### config.mk
export PLATFORM = sky130hd
export DESIGN_NAME = pec_config_bank
export DESIGN_NICKNAME = d
export VERILOG_FILES = /design/src/shared/pec_pkg.sv /design/src/rtl/pec_config_bank.sv
export SDC_FILE = /design/constraint.sdc
export NUM_CORES = 1
export LEC_CHECK = 0
export BUFFER_PORTS_ARGS = -buffer_cell sky130_fd_sc_hd__buf_2
export CORE_ASPECT_RATIO = 0.75
export CORE_UTILIZATION = 57
export CTS_BUF_LIST = sky130_fd_sc_hd__clkbuf_8
export DETAILED_ROUTE_END_ITERATION = 10
export HOLD_SLACK_MARGIN = 0.05
export PLACE_DENSITY_LB_ADDON = 0.25
export SYNTH_ARGS = -nofsm -noshare
export SYNTH_HDL_FRONTEND = slang
export SYNTH_SLANG_ARGS = --single-unit
### constraint.sdc
create_clock -name clock -period 6.3 [get_ports clock]
set_clock_uncertainty 0.2 [all_clocks]
set_input_delay 0.315 -clock clock [delete_from_list [all_inputs] [get_ports clock]]
set_output_delay 0.315 -clock clock [all_outputs]
set_load 0.005 [all_outputs]
### src/shared/pec_pkg.sv
// Constants for the configuration register bank of the network adapter.
package pec_pkg;

    // ========================================================================
    // Configuration space byte offsets
    // ========================================================================
    localparam logic [7:0]  OFS_CATEGORY      = 8'h08;
    localparam logic [7:0]  OFS_HOLD_LAYOUT   = 8'h0c;
    localparam logic [7:0]  OFS_PORT_BASE     = 8'h10;
    localparam logic [7:0]  OFS_BOOT_ROM      = 8'h30;
    localparam logic [7:0]  OFS_IRQ_HINTS     = 8'h3c;
    localparam logic [7:0]  OFS_ADAPTER_OPT   = 8'h40;
    localparam logic [7:0]  OFS_MEDIA_OPT     = 8'h48;

    // ========================================================================
    // Fixed read values
    // ========================================================================
    localparam logic [23:0] CATEGORY_ETHERNET = 24'h020000;
    localparam logic [23:0] CATEGORY_OTHER    = 24'h028000;
    localparam logic [7:0]  LAYOUT_TYPE_VAL   = 8'h00;
    localparam logic [7:0]  IRQ_PIN_VAL       = 8'h01;
    localparam logic [7:0]  BURST_NEED_VAL    = 8'h03;
    localparam logic [7:0]  BUS_INTERVAL_VAL  = 8'h08;

    // ========================================================================
    // Field positions and reset values
    // ========================================================================
    localparam int          GENERIC_NET_BIT   = 0;
    localparam int          HOLD_LSB          = 3;
    localparam int          PORT_BASE_LSB     = 5;
    localparam int          ROM_BASE_LSB      = 16;
    localparam int          ROM_DECODE_BIT    = 0;
    localparam int          IO_SPACE_BIT      = 0;
    localparam logic [7:0]  HOLD_LIMIT_RST    = 8'h00;
    localparam logic [7:0]  IRQ_ROUTING_RST   = 8'hff;
    localparam logic [15:0] MEDIA_OPT_RST     = 16'h0000;
    localparam logic [31:0] ADAPTER_OPT_RST   = 32'h0000_0000;
    localparam logic [15:0] BUS_PARAM_RST     = 16'h0000;

    // ========================================================================
    // Slot-specific I/O decode (address bits 11:0 within the slot)
    // ========================================================================
    localparam logic [4:0]  SLOT_CFG_HI       = 5'b11001;
    localparam logic [7:0]  SLOT_LOW_HI       = 8'h00;
    localparam logic [3:0]  SLOT_SW_WIN       = 4'h0;
    localparam logic [3:0]  SLOT_FIX_WIN      = 4'h1;
    localparam logic [2:0]  FIXED_WIN_IDX     = 3'd1;

endpackage : pec_pkg

### src/rtl/pec_config_bank.sv
// Configuration register bank: PCI header registers, bus-hold timer and EISA slot decode.
`timescale 1ns/1ps
module pec_config_bank (
    input  wire logic          clock,                  // Host bus clock, 25 MHz.
    input  wire logic          rst_n,                  // System reset, active low.
    // Configuration space access.
    input  wire logic          cfg_sel,                // Configuration access request, one cycle.
    input  wire logic          cfg_wr,                 // 1 write, 0 read.
    input  wire logic [7:0]    cfg_addr,               // Byte offset, word aligned.
    input  wire logic [3:0]    cfg_be,                 // Byte enables for writes.
    input  wire logic [31:0]   cfg_wdata,              // Write data.
    output logic      [31:0]   cfg_rdata,              // Read data, registered.
    output logic               cfg_ack,                // Access done, one cycle.
    // EEPROM loader after reset.
    input  wire logic          eeprom_load,            // Loaded words valid, one cycle.
    input  wire logic [15:0]   eeprom_bus_param_word,  // Bus parameter word.
    input  wire logic [31:0]   eeprom_options_word,    // Adapter option default.
    // Window 3 register path.
    input  wire logic          w3_media_wr,            // Media options write strobe.
    input  wire logic          w3_options_wr,          // Adapter options write strobe.
    input  wire logic [31:0]   w3_wdata,               // Window 3 write data.
    // Bus command bit and ROM decode.
    input  wire logic          mem_access_on,          // Memory-space enable of command register.
    input  wire logic          mem_valid,              // Memory access on the bus, one cycle.
    input  wire logic [31:0]   mem_addr,               // Memory address.
    output logic               rom_hit,                // Access falls in the ROM window.
    output logic [15:0]        rom_offset,             // Offset inside the 64 KB window.
    // Bus master pins.
    input  wire logic          frame_n,                // FRAME# pin.
    input  wire logic          gnt_n,                  // GNT# pin.
    output logic               bus_release,            // Master must give up the bus.
    // EISA slot decode.
    input  wire logic          eisa_mode,              // 1 on the EISA variant.
    input  wire logic          slot_ctl_wr,            // Slot control write strobe.
    input  wire logic          slot_ctl_wdata,         // New card enable value.
    input  wire logic          io_valid,               // Slot I/O access, one cycle.
    input  wire logic [11:0]   io_addr,                // Address within the slot space.
    output logic               slot_decode_on,         // Card enable bit.
    output logic               slot_hit,               // Access decoded by the card.
    output logic [2:0]         slot_window,            // Register window index.
    output logic               slot_switchable,        // Hit is in the switchable window.
    output logic [3:0]         slot_reg,               // Register offset within the window.
    // Driver visible copies.
    output logic [7:0]         irq_routing_note,       // Stored interrupt routing byte.
    output logic [15:0]        media_options_view,     // Media options.
    output logic [31:0]        adapter_options_cfg     // Adapter options.
);
    import pec_pkg::*;

    // ========================================================================
    // Register storage
    // ========================================================================
    logic [15:0] bus_param_ff;
    logic [7:0]  hold_limit_ff;
    logic [31:0] port_base_ff;
    logic [31:0] rom_window_ff;
    logic [7:0]  irq_note_ff;
    logic [15:0] media_ff;
    logic [31:0] options_ff;
    logic        card_en_ff;
    logic [31:0] wmask;
    logic [31:0] rd_word;
    logic        wr_hit;

    always_comb begin
        for (int i = 0; i < 4; i++) begin
            wmask[i*8 +: 8] = {8{cfg_be[i]}};
        end
    end

    assign wr_hit = cfg_sel && cfg_wr;

    always_ff @(posedge clock or negedge rst_n) begin
        if (!rst_n) begin
            bus_param_ff <= BUS_PARAM_RST;
        end else if (eeprom_load) begin
            bus_param_ff <= eeprom_bus_param_word;
        end
    end

    always_ff @(posedge clock or negedge rst_n) begin
        if (!rst_n) begin
            hold_limit_ff <= HOLD_LIMIT_RST;
        end else if (wr_hit && cfg_addr == OFS_HOLD_LAYOUT && cfg_be[1]) begin
            hold_limit_ff <= {cfg_wdata[15:8+HOLD_LSB], 3'b000};
        end
    end

    // Only the base field is stored; the fixed bits are forced on read.
    always_ff @(posedge clock or negedge rst_n) begin
        if (!rst_n) begin
            port_base_ff <= 32'h0000_0000;
        end else if (wr_hit && cfg_addr == OFS_PORT_BASE) begin
            port_base_ff <= ((cfg_wdata & wmask) | (port_base_ff & ~wmask))
                            & {{(32-PORT_BASE_LSB){1'b1}}, 5'b00000};
        end
    end

    always_ff @(posedge clock or negedge rst_n) begin
        if (!rst_n) begin
            rom_window_ff <= 32'h0000_0000;
        end else if (wr_hit && cfg_addr == OFS_BOOT_ROM) begin
            rom_window_ff <= ((cfg_wdata & wmask) | (rom_window_ff & ~wmask))
                             & {16'hffff, 15'h0000, 1'b1};
        end
    end

    always_ff @(posedge clock or negedge rst_n) begin
        if (!rst_n) begin
            irq_note_ff <= IRQ_ROUTING_RST;
        end else if (wr_hit && cfg_addr == OFS_IRQ_HINTS && cfg_be[0]) begin
            irq_note_ff <= cfg_wdata[7:0];
        end
    end

    // Configuration space has no write path here; only window 3 changes it.
    always_ff @(posedge clock or negedge rst_n) begin
        if (!rst_n) begin
            media_ff <= MEDIA_OPT_RST;
        end else if (w3_media_wr) begin
            media_ff <= w3_wdata[15:0];
        end
    end

    // Window 3 and configuration space share one register, so both views agree.
    always_ff @(posedge clock or negedge rst_n) begin
        if (!rst_n) begin
            options_ff <= ADAPTER_OPT_RST;
        end else if (eeprom_load) begin
            options_ff <= eeprom_options_word;
        end else if (w3_options_wr) begin
            options_ff <= w3_wdata;
        end else if (wr_hit && cfg_addr == OFS_ADAPTER_OPT) begin
            options_ff <= (cfg_wdata & wmask) | (options_ff & ~wmask);
        end
    end

    // ========================================================================
    // Configuration read path
    // ========================================================================
    always_comb begin
        rd_word = 32'h0000_0000;
        unique case (cfg_addr)
            OFS_CATEGORY: begin
                rd_word = {bus_param_ff[GENERIC_NET_BIT] ? CATEGORY_OTHER : CATEGORY_ETHERNET, 8'h00};
            end
            OFS_HOLD_LAYOUT: begin
                rd_word = {8'h00, LAYOUT_TYPE_VAL, hold_limit_ff, 8'h00};
            end
            OFS_PORT_BASE: begin
                rd_word = port_base_ff | 32'h0000_0001;
            end
            OFS_BOOT_ROM: begin
                rd_word = rom_window_ff;
            end
            OFS_IRQ_HINTS: begin
                rd_word = {BUS_INTERVAL_VAL, BURST_NEED_VAL, IRQ_PIN_VAL, irq_note_ff};
            end
            OFS_ADAPTER_OPT: begin
                rd_word = options_ff;
            end
            OFS_MEDIA_OPT: begin
                rd_word = {16'h0000, media_ff};
            end
            default: begin
                rd_word = 32'h0000_0000;
            end
        endcase
    end

    always_ff @(posedge clock or negedge rst_n) begin
        if (!rst_n) begin
            cfg_rdata <= 32'h0000_0000;
            cfg_ack   <= 1'b0;
        end else begin
            cfg_ack <= cfg_sel;
            if (cfg_sel && !cfg_wr) begin
                cfg_rdata <= rd_word;
            end
        end
    end

    // ========================================================================
    // Expansion ROM decode
    // ========================================================================
    // A ROM smaller than 64 KB simply sees the low offset bits, so it aliases.
    always_ff @(posedge clock or negedge rst_n) begin
        if (!rst_n) begin
            rom_hit    <= 1'b0;
            rom_offset <= 16'h0000;
        end else begin
            rom_hit <= mem_valid && rom_window_ff[ROM_DECODE_BIT] && mem_access_on
                       && mem_addr[31:ROM_BASE_LSB] == rom_window_ff[31:ROM_BASE_LSB];
            rom_offset <= mem_addr[ROM_BASE_LSB-1:0];
        end
    end

    // ========================================================================
    // Bus-hold timer
    // ========================================================================
    // Pins are synchronised first; the count therefore loads on the third clock after FRAME# falls.
    logic       frame_s1_ff;
    logic       frame_s2_ff;
    logic       frame_d_ff;
    logic       gnt_s1_ff;
    logic       gnt_s2_ff;
    logic [7:0] hold_cnt_ff;
    logic       hold_run_ff;

    always_ff @(posedge clock or negedge rst_n) begin
        if (!rst_n) begin
            frame_s1_ff <= 1'b1;
            frame_s2_ff <= 1'b1;
            frame_d_ff  <= 1'b1;
            gnt_s1_ff   <= 1'b1;
            gnt_s2_ff   <= 1'b1;
        end else begin
            frame_s1_ff <= frame_n;
            frame_s2_ff <= frame_s1_ff;
            frame_d_ff  <= frame_s2_ff;
            gnt_s1_ff   <= gnt_n;
            gnt_s2_ff   <= gnt_s1_ff;
        end
    end

    always_ff @(posedge clock or negedge rst_n) begin
        if (!rst_n) begin
            hold_cnt_ff <= 8'h00;
            hold_run_ff <= 1'b0;
        end else if (frame_d_ff && !frame_s2_ff) begin
            hold_cnt_ff <= hold_limit_ff;
            hold_run_ff <= 1'b1;
        end else if (hold_run_ff && hold_cnt_ff != 8'h00) begin
            hold_cnt_ff <= hold_cnt_ff - 8'h01;
        end else if (frame_s2_ff) begin
            hold_run_ff <= 1'b0;
        end
    end

    always_ff @(posedge clock or negedge rst_n) begin
        if (!rst_n) begin
            bus_release <= 1'b0;
        end else begin
            bus_release <= hold_run_ff && hold_cnt_ff == 8'h00 && gnt_s2_ff;
        end
    end

    // ========================================================================
    // EISA slot decode
    // ========================================================================
    // Software sets the enable only after resource setup; no ordering check here.
    always_ff @(posedge clock or negedge rst_n) begin
        if (!rst_n) begin
            card_en_ff <= 1'b0;
        end else if (slot_ctl_wr) begin
            card_en_ff <= slot_ctl_wdata;
        end
    end

    always_ff @(posedge clock or negedge rst_n) begin
        if (!rst_n) begin
            slot_hit        <= 1'b0;
            slot_window     <= 3'd0;
            slot_switchable <= 1'b0;
            slot_reg        <= 4'h0;
        end else begin
            slot_hit        <= 1'b0;
            slot_switchable <= 1'b0;
            slot_reg        <= io_addr[3:0];
            if (io_valid && eisa_mode) begin
                if (io_addr[11:7] == SLOT_CFG_HI) begin
                    slot_hit    <= 1'b1;
                    slot_window <= io_addr[6:4];
                end else if (card_en_ff && io_addr[11:4] == {SLOT_LOW_HI[7:4], SLOT_SW_WIN}) begin
                    slot_hit        <= 1'b1;
                    slot_switchable <= 1'b1;
                end else if (card_en_ff && io_addr[11:4] == {SLOT_LOW_HI[7:4], SLOT_FIX_WIN}) begin
                    slot_hit    <= 1'b1;
                    slot_window <= FIXED_WIN_IDX;
                end
            end
        end
    end

    // ========================================================================
    // Driver visible outputs
    // ========================================================================
    always_ff @(posedge clock or negedge rst_n) begin
        if (!rst_n) begin
            slot_decode_on      <= 1'b0;
            irq_routing_note    <= IRQ_ROUTING_RST;
            media_options_view  <= MEDIA_OPT_RST;
            adapter_options_cfg <= ADAPTER_OPT_RST;
        end else begin
            slot_decode_on      <= card_en_ff;
            irq_routing_note    <= irq_note_ff;
            media_options_view  <= media_ff;
            adapter_options_cfg <= options_ff;
        end
    end

endmodule // pec_config_bank

# Word-level counts from Yosys, hierarchy flattened
# Cells that the tools add are included.
[classes]
bitwise_logic = 8
n_mux = 20
n_reduce_logical = 30
eq_ne = 12
n_addsub = 1
[op_table]
columns = ["operator", "count"]
rows = [
  ["$pmux 32 s7", 1],
  ["$and 32x32->32", 4],
  ["$mux 32", 3],
  ["$or 32x32->32", 3],
  ["$not 32->32", 1],
  ["$logic_and 1x1->1", 19],
  ["$eq 16x16->1", 1],
  ["$eq 8x4->1 const B", 2],
  ["$eq 8x6->1 const B", 2],
  ["$eq 8x7->1 const B", 2],
  ["$logic_not 8->1", 2],
  ["$mux 16", 1],
  ["$mux 8", 2],
  ["$mux 1", 10],
  ["$mux 3", 3],
  ["$eq 8x1->1 const B", 1],
  ["$eq 8x5->1 const B", 1],
  ["$reduce_bool 8->1", 1],
  ["$sub 8x1->8 const B", 1],
  ["$reduce_bool 2->1", 3],
  ["$eq 5x5->1 const B", 1],
  ["$ne 2x2->1 const B", 2],
  ["$reduce_and 3->1", 1],
  ["$reduce_bool 3->1", 1],
  ["2 further kinds", 3],
]
[word_totals]
regBits = 238
output_inout_bits = 117

# Longest topological paths before layout
# Gate-level depths: netlist of run 1.
[logic_depth]
ltp_word = 6
depth_mapped = 7
depth_no_buf = 6

# Least setup slack after synthesis of run 1
# OpenSTA, ideal clock, no wires.
[synth_path]
path_type = "reg-to-reg"
from = "reg hold_cnt_ff[0]"
to = "reg hold_cnt_ff[1]"
period_less_slack_ns = 2.135
required_time_ns = 6.028
path_slack_ns = 4.165
path_stages_with_launch = 7
t_arrival_ns = 1.863
path_cell_list = "dfrtp_1 -> inv_1 -> ha_1 -> or3b_2 -> o21ai_0 -> mux2_2 -> nor2_1"
[synth_between]
elab_chain_len = 3
elab_cells_between_ends = 6
classes_between = "add/sub: 1; mux: 2; reduce/logical: 3"
[synth_rtl]
columns = ["element", "line", "source"]
rows = [
  ["start: declaration", "pec_config_bank.sv:207", "logic [7:0] hold_cnt_ff;"],
  ["start signal: assignment", "pec_config_bank.sv:231", "hold_cnt_ff <= hold_limit_ff;"],
  ["start signal: assignment", "pec_config_bank.sv:234", "hold_cnt_ff <= hold_cnt_ff - 8'h01;"],
  ["$sub 8x1->8 / $reduce_bool 8->1 (equally long branches)", "pec_config_bank.sv:234, pec_config_bank.sv:233", ""],
  ["$mux 8 / $logic_and 1x1->1 (equally long branches)", "pec_config_bank.sv:233", "end else if (hold_run_ff && hold_cnt_ff != 8'h00) begin"],
  ["$mux 8 / $reduce_bool 2->1 (equally long branches)", "-", ""],
]
# Several ways; a longest one is shown, not always the timed one. The select of a mux whose other input is x is not followed.
# A chain may end at the register's enable or synchronous reset.

==> flow_summary.yaml, run 1 <==
outcome:
  status: "finished clean"
synthesis:
  async_reset_ff_share_pct: 100
  yosysSeqAreaShare_pct: 60.9
  ys.warnings.count: 0
  synthTopCellsByArea: "dfrtp_1, mux2_2, dfstp_2"
  netlist_instances: 789
  synthAdderAreaFrac_pct: 0.255
  syn_area_per_cell_um2: 12.5
  synthMostInstantiatedCell: "dfrtp_1"
  synth_compound_area_share_pct: 13.2
  synth_xor_area_share_pct: 1.69
  synth_top_area_share_pct: 55.2
  syn-num-nets: 974
  synthSimpleGateAreaFrac_pct: 11.3
  synth_edf_count: 0
  muxShareOfSynthArea_pct: 10.4
  synth_top_family_by_area: "compound AO/OA/AOI/OAI gates"
  yosysUniqueCellTypes: 56
  synth_top_area_cell: "dfrtp_1"
  synth-main-ff-cell: "dfrtp_1"
  yosys_register_bits: 238
  syn_area_um2: 9830
  netlist_top_cells_count: "dfrtp_1, nand2_1, mux2_2, nor2b_1, o21ai_0"
route:
  wl_met3_um: 2340
  num_vias: 8526
  drt-total-wl_um: 30400
  firstDrtPassIters: 7
  wire_per_inst_um: 20.9
  post_drt_via_cell_ratio: 5.88
  wl_met1_um: 12300
  antenna_left: 0
  routed-wl-met2_um: 14800
  drc: 0
  top_layer_used: "met4"
  dr.first_iter.drc_count: 661
global_routing:
  grt_overflow: 0
  grt_max_degree: 147
  antenna_found_initial: 0
  grt_pass1_vias: 8773
  grt_usage_pct: 34.6
  grt_pass1_wl_um: 47100
critical_path:
  worstSetupPathType: "primary input to flip-flop"
  cp-end-kind: "flip-flop"
  cp-start-kind: "primary input"
  path_max_fanout: 30
  startpoint: "cfg_addr[5]"
  critPathRequiredTime_ns: 6.55
  r2r-start: "hold_cnt_ff[0]"
  cp.arrival_ns: 3.56
floorplan:
  core_area_um2: 16800
  rows: 41
  fp.dieW_um: 154
  dieArea_um2: 17800
  die_h_um: 116
  io_pins: 300
  initial_core_util_pct: 58.4
hold_path:
  hold_class: "primary input to flip-flop"
  min_from: "w3_wdata[23]"
timing:
  report.final.setup_viol: 0
  slew-limit-headroom_pct: 29.4
  setup-tns-final_ns: 0
  post-route-min-period_ns: 3.31
  hold_violations: 0
  whs_ns: 0.0996
  tightestPinTransition_ns: 1.06
  fmax_mhz: 302
  rsz0062_at_grt: "no"
  slew_viol_final: 0
  timing.final.crit_share_pct: 52.5
power:
  p_per_area_nw_per_um2: 263
  p_int_mw: 2.63
  p_sw_mw: 0.931
  power.leakage_nw: 6.42
  p_sw_share_pct: 26.2
  vdd_ir_drop_max_uv: 172
  clkPwrFrac_pct: 37.9
  p_seq_share_pct: 48.3
  power_frac_comb_pct: 13.9
placed_design:
  numPortBuffers: 284
  placed_area_um2: 11400
  gp_congestion: 0.833
  dp_hpwl_um: 17200
clock_tree:
  insertion_delay_ns: 0.51
  post-cts-setup-buffer-count: 0
  cts.path.max_buffers: 3
  cts_tree: "done"
  clkSinkCount: 238
  h-tree-depth: 2
  cts.reportedPaths.clkPinSlew_ns: 0.08
  numCtsBuffers: 36
  root_buffer: "clkbuf_8"
layout:
  n_fill_cell: 966
  nNetsFinal: 1396
  drive_gt1_share_pct: 37.1
  synthToLayoutAreaGrowth_pct: 37.8
  antenna_cells: 0
  final_cell_area_um2: 13500
run:
  timing.max_cap.violations: 0
-- power by group through the flow --
stage / Sequential, mW / Clock (mW) / Combinational, mW
6_report: 1.72 / 1.35 / 0.493
5_1_grt: 1.73 / 1.43 / 0.539
4_1_cts: 1.71 / 1.34 / 0.479
3_5_place_dp: 1.74 / 0 / 0.407
3_3_place_gp: 1.73 / 0 / 0.398
2_1_floorplan: 1.73 / 0 / 0.211
-- logic make-up after synthesis --
group	after synthesis
adders and majority gates	2
xor gates and xnor gates	19
AOI/OAI and AO/OA	181
DFF	238
and+or+nand+nor	202
buffers and inverters	54
muxes	93
-- cell type report --
type / count / area (µm²) / share of cell area (%)
clock inverters: 17 / 130 / 0.961
well taps: 215 / 269 / 1.99
inverters: 8 / 30.0 / 0.222
repair buffers: 430 / 2860 / 21.1
multi-input cells: 497 / 3640 / 26.9
flip-flops and latches: 238 / 5980 / 44.2
clock buffers: 46 / 633 / 4.67
-- worst max-delay path, stage by stage --
cell and delay [ns]:
buf_2 0.37, nor4b_4 1.01, buf_4 0.53, a41oi_1 0.18, buf_4 0.23, o31ai_1 0.29, dlygate4sd3_1 0.60
-- what timing repair did --
action                                 CTS  global route
gates resized for setup                  0             0
hold buffers                           134             0
endpoints found under the hold margin  267             0
-- cells in the final DEF, fill, tap and decap left out, drive strengths merged, types with 3 or more instances in the layout --
| cell | n |
|---|---|
| a22o | 12 |
| dlygate4sd3 | 134 |
| a21oi | 25 |
| nand2 | 82 |
| nor2b | 43 |
| nor4b | 4 |
| nor3 | 5 |
| or3b | 3 |
| dfstp | 21 |
| a222oi | 4 |
| a32oi | 9 |
| inv | 16 |
| o22ai | 3 |
| buf | 296 |
| o31ai | 28 |
| clkbuf | 46 |
| o2bb2ai | 5 |
| a32o | 5 |
| mux2i | 17 |
| dfrtp | 217 |
| xor2 | 5 |
| nor4 | 4 |
| nand3b | 5 |
| a221oi | 28 |
| mux2 | 76 |
| and3 | 3 |
| nor2 | 25 |
| xnor2 | 14 |
| clkinv | 5 |
| nand4 | 6 |
| or4 | 7 |
| nand2b | 4 |
| o21ai | 39 |
| a41oi | 4 |
| a22oi | 7 |
-- through the flow --
stage / power [mW] / instances / worst slack (ns) / utilization, %
after floorplan: 1.94 / 789 / 4.17 / -
after global placement: 2.13 / 1254 / 3.22 / 68.0
after detailed placement: 2.14 / 1254 / 3.13 / 68.0
after CTS: 3.53 / 1451 / 3.17 / 80.5
after global routing: 3.70 / 1451 / 2.93 / 80.5
final: 3.56 / 1451 / 2.99 / 80.5
-- worst paths after layout --
path | endpoint | slack (ns) | depth (start not counted)
max reg2reg | hold_cnt_ff[1] | 3.99 | 6
max | flip-flop | 2.99 | 7
min in group asynchronous | rom_offset[13] | 0.30 | 2
min reg2reg | gnt_s2_ff | 0.16 | 0
max in group asynchronous | async pin | 4.25 | 3
min | flip-flop | 0.1 | 5
-- metal layers --
layer / GRT usage, % / up-vias
li1: - / 3738
met1: 44.5 / 4241
met2: 58.1 / 454
met3: 6.99 / 93
met4: 14.8 / 0
met5: 0 / -
No activity file was read; power rests on OpenSTA's default activity.
==> run 2: changes to the inputs <==
- CORE_UTILIZATION: 57 -> 48
- clock period: 6.3 -> 3 ns (I/O delays scaled with it)
==> flow_summary.yaml, run 2 (same netlist as run 1, synthesis figures left out) <==
critical_path:
  cp_num_buf_inv: 5
  rrSetupSlack_ns: 0.67
  cp_top_family: "buffers and inverters"
  cp.arrival_ns: 2.95
  cp-start-kind: "primary input"
  crit_slowest_cell: "dlygate4sd3_1"
  path_cells: "dlygate4sd3_1, buf_2, nor4_4, buf_4, a41oi_1, buf_4, o31ai_1, dlygate4sd3_1"
  path_max_fanout: 19
  r2r_cells: 5
  path_depth: 8
  worstSetupPathType: "primary input to flip-flop"
  r2r_end: "rom_hit"
  startpoint: "cfg_addr[1]"
  critPathRequiredTime_ns: 3.24
  cp-end-kind: "flip-flop"
  slowest_delay_ns: 0.61
global_routing:
  grt_usage_pct: 30.3
  antenna_found_initial: 1
  grt_overflow: 0
  grt_pass1_vias: 8936
  grt_max_degree: 89
  grt_pass1_wl_um: 49200
layout:
  layout_commonest_cell: "buf_2"
  nNetsFinal: 1450
  drive_gt1_share_pct: 35.5
  final_cell_mix: "buf_2, dfrtp_1, dlygate4sd3_1"
  final_cell_area_um2: 14100
  n_fill_cell: 1399
  synthToLayoutAreaGrowth_pct: 43.4
power:
  p_per_area_nw_per_um2: 520
  p_total_mw: 7.33
  power.leakage_nw: 6.68
  vdd_ir_drop_max_uv: 389
timing:
  fmax_mhz: 370
  report.final.setup_viol: 0
  setup-tns-final_ns: 0
  hold_violations: 0
  timing.final.crit_share_pct: 90.2
  rsz0062_at_grt: "no"
  post-route-min-period_ns: 2.70
  fin_ws_ns: 0.295
  slew_viol_final: 0
  slew-limit-headroom_pct: 45.1
  tightestPinTransition_ns: 0.822
route:
  antenna_left: 0
  firstDrtPassIters: 8
  wire_per_inst_um: 20.4
  dr.first_iter.drc_count: 701
  num_vias: 8591
  drt-total-wl_um: 31500
  post_drt_via_cell_ratio: 5.56
  drc: 0
clock_tree:
  clkSinkCount: 238
  post-cts-setup-buffer-count: 0
  cts.path.max_buffers: 3
  insertion_delay_ns: 0.52
  h-tree-depth: 2
  root_buffer: "clkbuf_8"
  cts.reportedPaths.clkPinSlew_ns: 0.06
  numCtsBuffers: 38
  cts_tree: "done"
floorplan:
  io_pins: 300
  fp.dieW_um: 167
  die_h_um: 126
  rows: 44
  dieArea_um2: 21100
  core_area_um2: 19700
  initial_core_util_pct: 49.9
hold_path:
  hold_class: "primary input to flip-flop"
  min_from: "mem_addr[15]"
placed_design:
  placed_area_um2: 11600
  dp_hpwl_um: 18600
  preCtsSetupSlack_ns: 0.627
  numPortBuffers: 284
  gp_congestion: 0.854
outcome:
  status: "finished clean"
run:
  timing.max_cap.violations: 0
==> run 2: changes by cell type in the layout (fill, tap and decap cells not counted), moves of 2 or more <==
cell	delta
buf_12	+4
buf_4	+2
bufinv_16	-2
clkinv_2	-2
dlygate4sd3_1	+46
inv_1	+10
==> run 2: worst min-delay path by stage <==
stage                     endpoint  slack (ns)  cells after the start
detailed placement   rom_offset[2]       -0.02                      1
global placement     rom_offset[2]       -0.03                      1
CTS                  rom_offset[1]        0.05                      2
finish              rom_offset[15]        0.08                      2
global route        rom_offset[15]        0.06                      2
floorplan                async pin       -0.35                      0
==> run 2: stage by stage <==
step	utilization (%)	cells	hold slack [ns]
2_1_floorplan	-	789	-0.346
3_3_place_gp	58.7	1297	-0.0258
3_5_place_dp	58.7	1297	-0.0197
4_1_cts	71.5	1544	0.0501
5_1_grt	71.5	1546	0.0587
6_report	71.5	1546	0.0762
==> run 2: layout make-up <==
class,count,area (µm²),share of cell area [%]
Timing Repair Buffer,482,3420,24.2
Multi-Input combinational cell,497,3640,25.8
Inverter,8,30.0,0.213
Clock inverter,22,90.1,0.639
Clock buffer,45,619,4.39
Sequential cell,238,5980,42.4
Tap cell,253,317,2.25
Antenna cell,1,2.50,0.0177
==> run 2: routing by layer <==
| layer | share of wire, % | track usage, % |
|---|---|---|
| met5 | 0 | 0 |
| met4 | 2.2 | 9.71 |
| met3 | 6.2 | 5.59 |
| met2 | 48 | 50.2 |
| met1 | 43 | 40.7 |
==> run 2: timing repair <==
action                                  4_1_cts  5_1_grt
hold buffers                                180        2
gates resized for setup                       0        0
hold endpoints to repair                    366        1
endpoints found under the setup margin        0        1
==> run 2: power by group <==
| part | leakage, nW | internal (mW) | switching (mW) |
|---|---|---|---|
| clock network | 0.431 | 1.36 | 1.24 |
| logic | 3.27 | 0.580 | 0.548 |
| registers | 2.97 | 3.45 | 0.152 |
